$ cat src/shared/ulfc_map.svh
// register offsets, field positions, reset values and timing counts
`ifndef ULFC_MAP_SVH
`define ULFC_MAP_SVH
`define ULFC_LCR_OFF 8'h00
`define ULFC_DATA_OFF 8'h04
`define ULFC_STAT_OFF 8'h08
`define ULFC_LCR_RST 8'h00
`define ULFC_BRK_BIT 0
`define ULFC_PEN_BIT 1
`define ULFC_EPS_BIT 2
`define ULFC_TWO_STOP_SEL_BIT 3
`define ULFC_FEN_BIT 4
`define ULFC_WL_LO 5
`define ULFC_WL_HI 6
`define ULFC_SPS_BIT 7
`define ULFC_CLK_HZ 50000000
`define ULFC_BAUD 115200
`define ULFC_BIT_CYC (`ULFC_CLK_HZ / `ULFC_BAUD)
`define ULFC_FIFO_DEPTH 32
`endif

$ cat src/shared/ulfc_pkg.sv
// state types of the line-format transmitter and receiver
package ulfc_pkg;
	typedef enum logic [2:0] {
		TX_IDLE, TX_START, TX_DATA, TX_PAR, TX_STOP, TX_BRK
	} ulfc_tx_st_t;
	typedef enum logic [2:0] {
		RX_IDLE, RX_START, RX_DATA, RX_PAR, RX_STOP
	} ulfc_rx_st_t;
endpackage

$ cat src/core/ulfc_fifo.sv
// character queue with a settable depth limit
`timescale 1ns/10ps
module ulfc_fifo #(
	parameter int WIDTH = 8,
	parameter int DEPTH = 32,
	parameter int AW = $clog2(DEPTH)
) (
	// clock and reset
	input wire logic clk,
	input wire logic rst_b,
	// control
	input wire logic flush,
	input wire logic [AW:0] limit,
	// fill side
	input wire logic in_valid,
	output logic in_ready,
	input wire logic [WIDTH-1:0] in_data,
	// drain side
	output logic out_valid,
	input wire logic out_ready,
	output logic [WIDTH-1:0] out_data,
	output logic [AW:0] level
);
	logic [WIDTH-1:0] mem [DEPTH];
	logic [AW-1:0] wp_q;
	logic [AW-1:0] rp_q;
	logic [AW:0] cnt_q;
	logic do_in;
	logic do_out;

	assign in_ready = (cnt_q < limit);
	assign out_valid = (cnt_q != '0);
	assign out_data = mem[rp_q];
	assign level = cnt_q;
	assign do_in = in_valid && in_ready;
	assign do_out = out_valid && out_ready;

	always_ff @(posedge clk) begin
		if (do_in) begin
			mem[wp_q] <= in_data;
		end
	end

	always_ff @(posedge clk or negedge rst_b) begin
		if (!rst_b) begin
			wp_q <= '0;
			rp_q <= '0;
			cnt_q <= '0;
		end else if (flush) begin
			wp_q <= '0;
			rp_q <= '0;
			cnt_q <= '0;
		end else begin
			if (do_in) begin
				wp_q <= wp_q + 1'b1;
			end
			if (do_out) begin
				rp_q <= rp_q + 1'b1;
			end
			if (do_in && !do_out) begin
				cnt_q <= cnt_q + 1'b1;
			end else if (do_out && !do_in) begin
				cnt_q <= cnt_q - 1'b1;
			end
		end
	end
endmodule // ulfc_fifo

$ cat src/core/ulfc_top.sv
// serial line-format control with queued transmit and receive
//
// Strobed register access and the address map were chosen for this implementation.
`timescale 1ns/10ps
`include "ulfc_map.svh"
//
// Contract
// - word length field selects five, six, seven or eight data bits
// - stick parity sends and checks a fixed bit: 0 if even, else 1
// - fifo mode on: transmit and receive queue many characters
// - fifo mode off: each direction holds a single character
// - two stop select makes the transmitter send two stop bits
// - receiver checks only one stop bit regardless of setting
// - even parity: data plus parity hold an even count of ones
// - odd parity: data plus parity hold an odd count of ones
// - even select is ignored while parity is off
// - parity on: parity bit sent and received bit checked
// - parity off: no parity bit sent, none checked
// - send break finishes current character, then holds line low
module ulfc_top #(
	parameter int BIT_CYC = `ULFC_BIT_CYC,
	parameter int DEPTH = `ULFC_FIFO_DEPTH
) (
	// clock and reset
	input wire logic clk,
	input wire logic rst_b,
	// register port
	input wire logic [7:0] reg_addr,
	input wire logic [31:0] reg_wdata,
	input wire logic reg_wr,
	input wire logic reg_rd,
	output logic [31:0] reg_rdata,
	// serial line
	input wire logic serial_rx_in,
	output logic serial_tx_out
);
	import ulfc_pkg::*;

	localparam int AW = $clog2(DEPTH);
	localparam logic [15:0] BIT_END = 16'(BIT_CYC - 1);
	localparam logic [15:0] HALF_END = 16'(BIT_CYC / 2 - 1);

	////////////////////////////////////////////////////////////////////
	function automatic logic [7:0] word_mask(input logic [1:0] wl);
		case (wl)
			2'h3: word_mask = 8'hFF;
			2'h2: word_mask = 8'h7F;
			2'h1: word_mask = 8'h3F;
			default: word_mask = 8'h1F;
		endcase
	endfunction

	function automatic logic par_bit(input logic [7:0] d,
		input logic [1:0] wl, input logic even, input logic stick);
		if (stick) begin
			par_bit = ~even;
		end else if (even) begin
			par_bit = ^(d & word_mask(wl));
		end else begin
			par_bit = ~^(d & word_mask(wl));
		end
	endfunction

	////////////////////////////////////////////////////////////////////
	// line control register
	logic [7:0] lcr_q;
	logic send_break;
	logic parity_on;
	logic even_parity_sel;
	logic two_stop_sel;
	logic fifo_mode_on;
	logic [1:0] word_length_sel;
	logic stick_parity_sel;
	logic wr_lcr;
	logic wr_data;
	logic wr_stat;
	logic rd_data;
	logic fifo_flush;
	logic [AW:0] fifo_limit;

	assign send_break = lcr_q[`ULFC_BRK_BIT];
	assign parity_on = lcr_q[`ULFC_PEN_BIT];
	assign even_parity_sel = lcr_q[`ULFC_EPS_BIT];
	assign two_stop_sel = lcr_q[`ULFC_TWO_STOP_SEL_BIT];
	assign fifo_mode_on = lcr_q[`ULFC_FEN_BIT];
	assign word_length_sel = lcr_q[`ULFC_WL_HI:`ULFC_WL_LO];
	assign stick_parity_sel = lcr_q[`ULFC_SPS_BIT];
	assign wr_lcr = reg_wr && (reg_addr == `ULFC_LCR_OFF);
	assign wr_data = reg_wr && (reg_addr == `ULFC_DATA_OFF);
	assign wr_stat = reg_wr && (reg_addr == `ULFC_STAT_OFF);
	assign rd_data = reg_rd && (reg_addr == `ULFC_DATA_OFF);
	// switching fifo mode empties both queues so no stale word survives
	assign fifo_flush = wr_lcr &&
		(reg_wdata[`ULFC_FEN_BIT] != fifo_mode_on);
	// character mode keeps one slot; fifo mode the full depth
	assign fifo_limit = fifo_mode_on ? (AW+1)'(DEPTH) : (AW+1)'(1);

	always_ff @(posedge clk or negedge rst_b) begin
		if (!rst_b) begin
			lcr_q <= `ULFC_LCR_RST;
		end else if (wr_lcr) begin
			lcr_q <= reg_wdata[7:0];
		end
	end

	////////////////////////////////////////////////////////////////////
	// queues
	logic tx_pop_valid;
	logic tx_pop_ready;
	logic [7:0] tx_pop_data;
	logic tx_push_ready;
	logic [AW:0] tx_level;
	logic rx_push_q;
	logic [7:0] rx_word_q;
	logic rx_push_ready;
	logic rx_pop_valid;
	logic [7:0] rx_pop_data;
	logic [AW:0] rx_level;

	ulfc_fifo #(.WIDTH(8), .DEPTH(DEPTH)) u_tx_fifo (
		.clk(clk),
		.rst_b(rst_b),
		.flush(fifo_flush),
		.limit(fifo_limit),
		.in_valid(wr_data),
		.in_ready(tx_push_ready),
		.in_data(reg_wdata[7:0]),
		.out_valid(tx_pop_valid),
		.out_ready(tx_pop_ready),
		.out_data(tx_pop_data),
		.level(tx_level)
	);

	ulfc_fifo #(.WIDTH(8), .DEPTH(DEPTH)) u_rx_fifo (
		.clk(clk),
		.rst_b(rst_b),
		.flush(fifo_flush),
		.limit(fifo_limit),
		.in_valid(rx_push_q),
		.in_ready(rx_push_ready),
		.in_data(rx_word_q),
		.out_valid(rx_pop_valid),
		.out_ready(rd_data),
		.out_data(rx_pop_data),
		.level(rx_level)
	);

	////////////////////////////////////////////////////////////////////
	// transmitter
	ulfc_tx_st_t tx_st_q;
	logic [15:0] tx_cnt_q;
	logic [2:0] tx_idx_q;
	logic tx_stop2_q;
	logic [7:0] tx_word_q;
	logic tx_tick;
	logic tx_last;
	logic tx_d;

	assign tx_tick = (tx_cnt_q == BIT_END);
	assign tx_last = (tx_idx_q == 3'(4 + word_length_sel));
	// new characters only leave the queue between frames, so break waits
	assign tx_pop_ready = (tx_st_q == TX_IDLE) && !send_break;

	always_ff @(posedge clk or negedge rst_b) begin
		if (!rst_b) begin
			tx_cnt_q <= '0;
		end else if (tx_tick || tx_st_q == TX_IDLE || tx_st_q == TX_BRK) begin
			tx_cnt_q <= '0;
		end else begin
			tx_cnt_q <= tx_cnt_q + 16'h0001;
		end
	end

	always_ff @(posedge clk or negedge rst_b) begin
		if (!rst_b) begin
			tx_st_q <= TX_IDLE;
			tx_idx_q <= '0;
			tx_stop2_q <= 1'b0;
			tx_word_q <= '0;
		end else begin
			case (tx_st_q)
				TX_IDLE: begin
					tx_idx_q <= '0;
					tx_stop2_q <= 1'b0;
					if (send_break) begin
						tx_st_q <= TX_BRK;
					end else if (tx_pop_valid) begin
						tx_word_q <= tx_pop_data;
						tx_st_q <= TX_START;
					end
				end
				TX_START: begin
					if (tx_tick) begin
						tx_st_q <= TX_DATA;
					end
				end
				TX_DATA: begin
					if (tx_tick) begin
						tx_idx_q <= tx_idx_q + 3'h1;
						if (tx_last) begin
							tx_st_q <= parity_on ? TX_PAR : TX_STOP;
						end
					end
				end
				TX_PAR: begin
					if (tx_tick) begin
						tx_st_q <= TX_STOP;
					end
				end
				TX_STOP: begin
					if (tx_tick) begin
						if (two_stop_sel && !tx_stop2_q) begin
							tx_stop2_q <= 1'b1;
						end else begin
							tx_st_q <= TX_IDLE;
						end
					end
				end
				TX_BRK: begin
					if (!send_break) begin
						tx_st_q <= TX_IDLE;
					end
				end
				default: tx_st_q <= TX_IDLE;
			endcase
		end
	end

	always_comb begin
		case (tx_st_q)
			TX_START: tx_d = 1'b0;
			TX_DATA: tx_d = tx_word_q[tx_idx_q];
			TX_PAR: tx_d = par_bit(tx_word_q, word_length_sel,
				even_parity_sel, stick_parity_sel);
			TX_BRK: tx_d = 1'b0;
			default: tx_d = 1'b1;
		endcase
	end

	always_ff @(posedge clk or negedge rst_b) begin
		if (!rst_b) begin
			serial_tx_out <= 1'b1;
		end else begin
			serial_tx_out <= tx_d;
		end
	end

	////////////////////////////////////////////////////////////////////
	// receiver
	logic rx_s1_q;
	logic rx_s2_q;
	ulfc_rx_st_t rx_st_q;
	logic [15:0] rx_cnt_q;
	logic [2:0] rx_idx_q;
	logic [7:0] rx_sh_q;
	logic rx_tick;
	logic rx_half;
	logic rx_last;
	logic [7:0] rx_aligned;
	logic perr_set;
	logic ferr_set;
	logic ovr_set;

	assign rx_tick = (rx_cnt_q == BIT_END);
	assign rx_half = (rx_cnt_q == HALF_END);
	assign rx_last = (rx_idx_q == 3'(4 + word_length_sel));
	// bits arrive lsb first at the top, so narrow words sit high
	assign rx_aligned = rx_sh_q >> (2'h3 - word_length_sel);
	assign perr_set = (rx_st_q == RX_PAR) && rx_tick &&
		(rx_s2_q != par_bit(rx_aligned, word_length_sel,
		even_parity_sel, stick_parity_sel));
	assign ferr_set = (rx_st_q == RX_STOP) && rx_tick && !rx_s2_q;
	assign ovr_set = rx_push_q && !rx_push_ready;

	always_ff @(posedge clk or negedge rst_b) begin
		if (!rst_b) begin
			rx_s1_q <= 1'b1;
			rx_s2_q <= 1'b1;
		end else begin
			rx_s1_q <= serial_rx_in;
			rx_s2_q <= rx_s1_q;
		end
	end

	always_ff @(posedge clk or negedge rst_b) begin
		if (!rst_b) begin
			rx_cnt_q <= '0;
		end else if (rx_st_q == RX_IDLE || rx_tick ||
			(rx_st_q == RX_START && rx_half)) begin
			rx_cnt_q <= '0;
		end else begin
			rx_cnt_q <= rx_cnt_q + 16'h0001;
		end
	end

	always_ff @(posedge clk or negedge rst_b) begin
		if (!rst_b) begin
			rx_st_q <= RX_IDLE;
			rx_idx_q <= '0;
			rx_sh_q <= '0;
			rx_word_q <= '0;
			rx_push_q <= 1'b0;
		end else begin
			rx_push_q <= 1'b0;
			case (rx_st_q)
				RX_IDLE: begin
					rx_idx_q <= '0;
					if (!rx_s2_q) begin
						rx_st_q <= RX_START;
					end
				end
				RX_START: begin
					if (rx_half) begin
						rx_st_q <= rx_s2_q ? RX_IDLE : RX_DATA;
					end
				end
				RX_DATA: begin
					if (rx_tick) begin
						rx_sh_q <= {rx_s2_q, rx_sh_q[7:1]};
						rx_idx_q <= rx_idx_q + 3'h1;
						if (rx_last) begin
							rx_st_q <= parity_on ? RX_PAR : RX_STOP;
						end
					end
				end
				RX_PAR: begin
					if (rx_tick) begin
						rx_st_q <= RX_STOP;
					end
				end
				RX_STOP: begin
					// a second stop bit is never looked for
					if (rx_tick) begin
						rx_st_q <= RX_IDLE;
						rx_push_q <= rx_s2_q;
						rx_word_q <= rx_aligned & word_mask(word_length_sel);
					end
				end
				default: rx_st_q <= RX_IDLE;
			endcase
		end
	end

	////////////////////////////////////////////////////////////////////
	// status flags: a hardware set beats a same-cycle software clear
	logic perr_q;
	logic ferr_q;
	logic ovr_q;

	always_ff @(posedge clk or negedge rst_b) begin
		if (!rst_b) begin
			perr_q <= 1'b0;
			ferr_q <= 1'b0;
			ovr_q <= 1'b0;
		end else begin
			perr_q <= perr_set || (perr_q && !(wr_stat && reg_wdata[5]));
			ferr_q <= ferr_set || (ferr_q && !(wr_stat && reg_wdata[6]));
			ovr_q <= ovr_set || (ovr_q && !(wr_stat && reg_wdata[7]));
		end
	end

	always_ff @(posedge clk or negedge rst_b) begin
		if (!rst_b) begin
			reg_rdata <= '0;
		end else if (reg_rd) begin
			case (reg_addr)
				`ULFC_LCR_OFF: reg_rdata <= {24'h000000, lcr_q};
				`ULFC_DATA_OFF: reg_rdata <= {24'h000000,
					rx_pop_valid ? rx_pop_data : 8'h00};
				`ULFC_STAT_OFF: reg_rdata <= {24'h000000, ovr_q, ferr_q,
					perr_q, tx_st_q != TX_IDLE, !rx_pop_valid,
					!rx_push_ready, !tx_pop_valid, !tx_push_ready};
				default: reg_rdata <= '0;
			endcase
		end else begin
			reg_rdata <= '0;
		end
	end
endmodule // ulfc_top

$ cat config.mk
export PLATFORM = sky130hd
export DESIGN_NAME = ulfc_top
export DESIGN_NICKNAME = d
export VERILOG_FILES = /design/src/shared/ulfc_pkg.sv /design/src/core/ulfc_fifo.sv /design/src/core/ulfc_top.sv
export VERILOG_INCLUDE_DIRS = /design/src /design/src/shared
export SDC_FILE = /design/constraint.sdc
export NUM_CORES = 1
export LEC_CHECK = 0
export BUFFER_PORTS_ARGS = -buffer_cell sky130_fd_sc_hd__buf_2
export CAP_MARGIN = 20
export CORE_MARGIN = 10
export CORE_UTILIZATION = 25
export CTS_BUF_LIST = sky130_fd_sc_hd__clkbuf_8
export DETAILED_ROUTE_END_ITERATION = 6
export SYNTH_ARGS = -nofsm -noshare
export SYNTH_HDL_FRONTEND = slang
export SYNTH_SLANG_ARGS = --single-unit
$ cat constraint.sdc
create_clock -name clk -period 3.2 [get_ports clk]
set_clock_uncertainty 0.15 [all_clocks]
set_input_delay 0.16 -clock clk [delete_from_list [all_inputs] [get_ports clk]]
set_output_delay 0.16 -clock clk [all_outputs]
set_load 0.1 [all_outputs]
Word-level counts from Yosys, hierarchy flattened
Memory sizes are Yosys's and may differ from the RTL's. A register that Yosys moved wholly into a read port is not among the register bits.
Index checks and enable logic that the tools add are counted.
- order comparisons: 3
- shifts and indexed selects: 1
- bitwise gates (word level): 7
- mux-type cells: 68
- equality and inequality tests: 36
- reductions and logical operators: 77
- $add $sub $neg: 14
- operators with widths (cell ; count):
    $mux W8 ; 9
    $mux W3 ; 18
    $pmux W8 S3 ; 2
    $mux W6 ; 7
    $and A8 B8 Y8 ; 5
    $mux W5 ; 8
    $add A16 B1 Y16 const B ; 2
    $eq A16 B9 Y1 const B ; 2
    $mux W16 ; 2
    $mux W32 ; 1
    $ne A2 B2 Y1 const B ; 14
    $logic_and A1 B1 Y1 ; 27
    $add A5 B1 Y5 const B ; 4
    $pmux W3 S6 ; 1
    $eq A16 B8 Y1 const B ; 1
    $reduce_xnor A8 Y1 ; 2
    $reduce_xor A8 Y1 ; 2
    $logic_not A1 Y1 ; 15
    $pmux W3 S5 ; 1
    $reduce_bool A2 Y1 ; 7
    $mux W1 ; 13
    $add A6 B1 Y6 const B ; 2
    $eq A3 B2 Y1 const B ; 4
    $lt A6 B6 Y1 ; 2
    other kinds (31) ; 55
- memories: 2
- bits in registers: 140
- memory bits (writable): 512
- output and inout bits: 33
- bits of input ports: 45
- word-level logic and storage cells: 232
- memories (memory ; words ; width ; read ports ; clocked after Yosys merged registers in ; write ports ; line ; source):
    u_rx_fifo.mem ; 32 ; 8 ; 1 ; 0 ; 1 ; ulfc_fifo.sv:24 ; logic [WIDTH-1:0] mem [DEPTH];
    u_tx_fifo.mem ; 32 ; 8 ; 1 ; 1 ; 1 ; ulfc_fifo.sv:24 ;

Depth between registers and ports, before layout
- depth after elaboration: 11
- depth in mapped cells: 14
- gate-level depth less buffers: 13

By module
A second synthesis with hierarchy kept.
- cells, all modules: 1809
- area total of the unflattened synthesis: 27530.2 µm²
- modules (own cells, without submodules) (module ; cells each ; seq. area each (µm²) ; area an instance (µm²) ; instances):
    ulfc_fifo (u_tx_fifo) ; 643 ; 8087.8 ; 11235.8 ; 1
    ulfc_fifo (u_rx_fifo) ; 643 ; 8087.8 ; 11232.0 ; 1
    ulfc_top ; 523 ; 2306.0 ; 5062.4 ; 1

Worst setup path after synthesis
OpenSTA, ideal clock, no wires.
- kind: input port to flip-flop
- start: input port reg_addr[5]
- end: register u_tx_fifo.cnt_q[5], in the netlist u_tx_fifo.level[5]
- cell stages on the path: 12
- arrival: 3.072 ns
- data required time: 2.922 ns
- slack: -0.150 ns
- library setup time: 0.128 ns
- buffers on the path: 1
- path through: or4_4 -> or4_4 -> and4bb_2 -> buf_8 -> nand2_4 -> ha_1 -> a21o_1 -> a21oi_1 -> o21bai_1 -> a21oi_1 -> mux2i_1 -> mux2_1
- cells in the longest elaborated chain, start to end: 6
- elaborated cells between the ends (all ways): 12
- classes of those cells: eq/ne (1); mux (2); reduce/logical (9)
- RTL lines (item ; line ; source):
    start: declaration ; ulfc_top.sv:28 ; input wire logic [7:0] reg_addr,
    $eq A8 B3 Y1 ; n/a ;
    $logic_and A1 B1 Y1 ; ulfc_top.sv:89 ; assign wr_data = reg_wr && (reg_addr == `ULFC_DATA_OFF);
    $logic_and A1 B1 Y1 ; ulfc_fifo.sv:35 ; assign do_in = in_valid && in_ready;
    $logic_and A1 B1 Y1 or $logic_not A1 Y1 (tied branches) ; ulfc_fifo.sv:60, ulfc_fifo.sv:62 ;
    $mux W6 or $logic_and A1 B1 Y1 (tied branches) ; ulfc_fifo.sv:60, ulfc_fifo.sv:62 ;
    $mux W6 or $reduce_bool A3 Y1 (tied branches) ; n/a ;
    end signal: assignment ; ulfc_fifo.sv:61 ; cnt_q <= cnt_q + 1'b1;
    end signal: assignment ; ulfc_fifo.sv:63 ; cnt_q <= cnt_q - 1'b1;
    end: declaration ; ulfc_fifo.sv:27 ; logic [AW:0] cnt_q;
Several ways; a longest one is shown, not always the timed one.
A chain may end at the register's enable or synchronous reset.

Final worst setup path
- start: register u_tx_fifo.cnt_q[4], in the netlist u_tx_fifo.level[4]
- end: register u_tx_fifo.cnt_q[5], in the netlist u_tx_fifo.level[5]
- cells in the longest elaborated chain, start to end: 6
- elaborated cells between the ends (all ways): 14
- classes of those cells: add/sub (2); order compare (1); mux (3); reduce/logical (8)
- RTL lines (item):
    branches (longest 6 deep; another with $sub A6 B1 Y6)
Several ways; the timed one is not identified. The select of a mux whose other input is x is not followed.

==> impl_metrics.prom <==
# TYPE chip_impl_metric gauge
chip_impl_info{name="run_status",value="finished, violations left"} 1
chip_impl_info{name="violations_in_the_final_reports",value="hold timing, setup timing"} 1
chip_impl_metric{name="placed_wire_length_estimate_after_detailed_placement",unit="um"} 36200
chip_impl_metric{name="flow.area_growth_from_synthesis",unit="%"} 18.2
chip_impl_metric{name="timing.final.hold_violations",unit=""} 1
chip_impl_metric{name="grt_use_met2",unit=""} 0.147
chip_impl_metric{name="max_cap_viol_count",unit=""} 0
chip_impl_metric{name="routed_vias_inst",unit=""} 4.39
chip_impl_info{name="cts_root_buffer",value="clkbuf_8"} 1
chip_impl_metric{name="setup_total_negative_slack",unit="ns"} -0.0771
chip_impl_info{name="final_common_cell",value="edfxtp_1"} 1
chip_impl_metric{name="avgSynthCellArea",unit="um^2"} 17.2
chip_impl_metric{name="gpl.final_weighted_congestion",unit=""} 0.817
chip_impl_metric{name="num_io_pins",unit=""} 78
chip_impl_metric{name="final.min_clock_period",unit="ns"} 3.28
chip_impl_metric{name="htree_num_levels",unit=""} 3
chip_impl_metric{name="synth-edff-count",unit=""} 512
chip_impl_metric{name="grt.met3_usage",unit=""} 0.0197
chip_impl_metric{name="multiInputGateArea",unit="mm^2"} 0.00777
chip_impl_metric{name="p_per_area",unit="mW/mm^2"} 511
chip_impl_metric{name="placeableCoreArea",unit="mm^2"} 0.106
chip_impl_info{name="yosys_most_used_dff",value="edfxtp_1"} 1
chip_impl_metric{name="postSynthCellCount",unit=""} 1550
chip_impl_metric{name="filler_cell_count",unit=""} 10391
chip_impl_info{name="min_path_type",value="primary input to async pin"} 1
chip_impl_metric{name="clock_latency_at_the_later_pin_of_the_worst_skew_pair",unit="ns"} 0.72
chip_impl_metric{name="required_time_worst_endpoint",unit="ns"} 3.65
chip_impl_metric{name="sequential_cell_area",unit="mm^2"} 0.0185
chip_impl_metric{name="global_route_wire_length_before_repair",unit="um"} 88700
chip_impl_metric{name="synth-warning-count",unit=""} 0
chip_impl_metric{name="reg2reg_setup_slack",unit="ns"} -0.08
chip_impl_info{name="leading_cell_types_in_the_layout_fill_and_taps_excluded",value="edfxtp_1 (512), mux4_2 (155), nor2_1 (145)"} 1
chip_impl_metric{name="path_max_fanout",unit=""} 4
chip_impl_info{name="synth.largest_area_cell",value="edfxtp_1"} 1
chip_impl_metric{name="fin_nets",unit=""} 1820
chip_impl_metric{name="drc",unit=""} 0
chip_impl_metric{name="timing.final.ws_setup",unit="ns"} -0.0771
chip_impl_metric{name="dr.pass1.iters",unit=""} 5
chip_impl_metric{name="achievable-frequency",unit="MHz"} 305
chip_impl_metric{name="antenna_found_initial",unit=""} 1
chip_impl_metric{name="io_buffer_count",unit=""} 29
chip_impl_metric{name="grt_pass1_vias",unit=""} 14722
chip_impl_metric{name="seq_cells_post_synth",unit=""} 636
chip_impl_metric{name="timing.max_slew.rel_slack",unit=""} 0.287
chip_impl_metric{name="synth.lib_cells_used.distinct",unit=""} 72
chip_impl_info{name="r2r_end",value="u_tx_fifo.level[5]"} 1
chip_impl_metric{name="clkTransAtPathRegs",unit="ns"} 0.06
chip_impl_metric{name="synth_seq_area_share",unit=""} 0.692
chip_impl_metric{name="mean_routed_wirelength_per_cell",unit="um"} 17.9
chip_impl_info{name="rsz0062_at_grt",value="true"} 1
chip_impl_metric{name="drt_first_iter_violations",unit=""} 1201
chip_impl_metric{name="finish.cell_count_without_fillers",unit=""} 3217
chip_impl_metric{name="grtUsageMet1",unit=""} 0.128
chip_impl_metric{name="dpl_worst_slack",unit="ns"} -0.242
chip_impl_metric{name="ys_async_sr_fraction",unit=""} 0.195
chip_impl_info{name="netlist_top_cells_area",value="edfxtp_1 (58%), mux4_2 (13%), dfrtp_1 (11%), nor2_1 (2.0%), mux2i_1 (1.9%)"} 1
chip_impl_metric{name="cellLeakagePower",unit="nW"} 10.1
chip_impl_metric{name="data_arrival_time_of_the_worst_path",unit="ns"} 3.72
chip_impl_metric{name="r2r_cells",unit=""} 11
chip_impl_metric{name="pin_count_of_the_biggest_net_entering_global_routing",unit=""} 103
chip_impl_metric{name="place.detailed.instances",unit=""} 3006
chip_impl_info{name="startpoint_type",value="register"} 1
chip_impl_metric{name="synthDominantCellAreaShare",unit=""} 0.576
chip_impl_metric{name="antenna_violating_nets_post_route",unit=""} 0
chip_impl_metric{name="hold-worst-slack",unit="ns"} -0.000932
chip_impl_metric{name="die-area",unit="mm^2"} 0.120
chip_impl_metric{name="num_rows",unit=""} 119
chip_impl_metric{name="report.final.slew_viol_count",unit=""} 0
chip_impl_metric{name="die_w",unit="um"} 347
chip_impl_metric{name="grt_overflow",unit=""} 0
chip_impl_info{name="grt_busiest_layer",value="met2"} 1
chip_impl_metric{name="global_route.usage.total",unit=""} 0.0936
chip_impl_metric{name="detail_route.wirelength",unit="um"} 57700
chip_impl_metric{name="peakVddDrop",unit="V"} 0.000407
chip_impl_metric{name="drive_above_1_share",unit=""} 0.276
chip_impl_metric{name="worst_pin_slew",unit="ns"} 1.07
chip_impl_info{name="critPathKind",value="register to register"} 1
chip_impl_info{name="clock_tree_from_tritoncts",value="yes"} 1
chip_impl_metric{name="tritoncts.num_buffers",unit=""} 99
chip_impl_metric{name="synth.cell_area",unit="mm^2"} 0.0267
chip_impl_metric{name="die_h",unit="um"} 347
chip_impl_metric{name="clkSinkCount",unit=""} 636
chip_impl_metric{name="floorplan.initialDensity",unit=""} 0.252
chip_impl_metric{name="clockBufferDepth",unit=""} 3
chip_impl_metric{name="final-setup-viol-count",unit=""} 1
chip_impl_metric{name="num_vias",unit=""} 14128
chip_impl_info{name="critical_path.reg2reg.startpoint",value="u_tx_fifo.level[4]"} 1
chip_impl_metric{name="fin_crit_sh",unit=""} 1.02
chip_impl_info{name="worstSetupEndpointType",value="register"} 1
==> cells in the mapped netlist, types with 4 or more instances <==
master and count:
buf_1 8, buf_4 24, nand2_1 73, buf_2 15, o22ai_1 8, xor2_1 32, dfrtp_1 121, a211oi_1 11
ha_1 27, nand3b_1 7, nor2_1 145, a31oi_1 4, clkbuf_1 54, a21o_1 4, inv_1 28, or4_1 4
or3_1 5, and3_1 13, nor3_1 11, mux2_2 15, or2_2 5, edfxtp_1 512, nor2b_1 12, xnor2_1 33
nand3_1 25, mux2i_1 51, a21oi_1 25, o21ai_0 45, nand4_1 10, mux4_2 155
==> power by group <==
group	switching, mW	internal, mW
sequential	0.0695	8.94
combinational	0.317	0.115
clock	3.15	3.52
total	3.54	12.6
==> sequential cells by signal (all words and copies together), names as in the netlist, 5 cells and up <==
| register | count |
|---|---|
| u_rx_fifo.mem | 256 |
| u_tx_fifo.mem | 256 |
| rx_cnt_q | 16 |
| tx_cnt_q | 16 |
| lcr_q | 8 |
| reg_rdata | 8 |
| rx_sh_q | 8 |
| rx_word_q | 8 |
| tx_word_q | 8 |
| u_rx_fifo.level | 6 |
| u_tx_fifo.level | 6 |
| u_rx_fifo.rp_q | 5 |
| u_rx_fifo.wp_q | 5 |
| u_tx_fifo.rp_q | 5 |
| u_tx_fifo.wp_q | 5 |
==> final cells by class <==
type | count | share of cell area
Sequential cell | 636 | 0.586
Multi-Input combinational cell | 804 | 0.246
Tap cell | 1391 | 0.0552
Timing Repair Buffer | 175 | 0.0472
Clock buffer | 108 | 0.0471
Clock inverter | 72 | 0.0143
Inverter | 30 | 0.00361
Antenna cell | 1 | 0.0000793
==> kinds of logic after synthesis <==
group                    count (synthesis)  share of synthesized area
flip-flops                             636                      0.692
AO/OA/AOI/OAI                          116                     0.0260
adder cells (fa/ha/maj)                 29                     0.0142
AND/OR/NAND/NOR                        343                     0.0619
multiplexers                           223                      0.157
XOR/XNOR                                69                     0.0247
other                                    1                   0.000141
buffers and inverters                  133                     0.0235
==> repair_timing <==
item / 4_1_cts / 5_1_grt
gates cloned: 0 / 0
setup endpoints to repair: 2 / 2
pin swaps: 2 / 11
buffers inserted: 0 / 5
hold buffers: 17 / 0
endpoints found under the hold margin: 383 / 0
resized for setup: 5 / 8
==> worst max path at each step <==
| stage | startpoint | to |
|---|---|---|
| 4_1_cts | u_tx_fifo.level[1] | u_tx_fifo.level[5] |
| 2_1_floorplan | reg_addr[5] | u_tx_fifo.level[5] |
| 3_5_place_dp | reg_addr[5] | u_tx_fifo.level[5] |
| 5_1_grt | u_tx_fifo.level[4] | u_tx_fifo.level[5] |
| 6_report | u_tx_fifo.level[4] | u_tx_fifo.level[5] |
| 3_3_place_gp | reg_addr[5] | u_rx_fifo.level[5] |
==> critical path, cell delays in order (launching register included) <==
cell and delay [ns]:
dfrtp_1 0.37, or4_4 0.57, o31ai_4 0.24, and4bb_2 0.30
nand2_4 0.08, ha_4 0.21, a21o_1 0.16, a21oi_2 0.15
o21bai_1 0.12, a21oi_2 0.17, mux2i_1 0.28, mux2_1 0.35
==> through the flow <==
stage / utilization / power [mW] / hold WS [ns] / cell area [um^2]
after floorplan: - / 9.43 / -0.286 / 26800
after global placement: 0.276 / 9.57 / 0.169 / 29100
after detailed placement: 0.276 / 9.59 / 0.170 / 29100
after CTS: 0.296 / 16.3 / 0.0457 / 31300
after global routing: 0.298 / 16.8 / 0.106 / 31500
final: 0.298 / 16.1 / -0.000932 / 31500
==> routing by layer <==
metal | vias to the layer above | wire length (um)
met5 | - | 13
met4 | 2 | 1310
met3 | 91 | 2660
met2 | 367 | 27200
met1 | 7306 | 26500
li1 | 6362 | -
(Power assumes the default switching activity.)
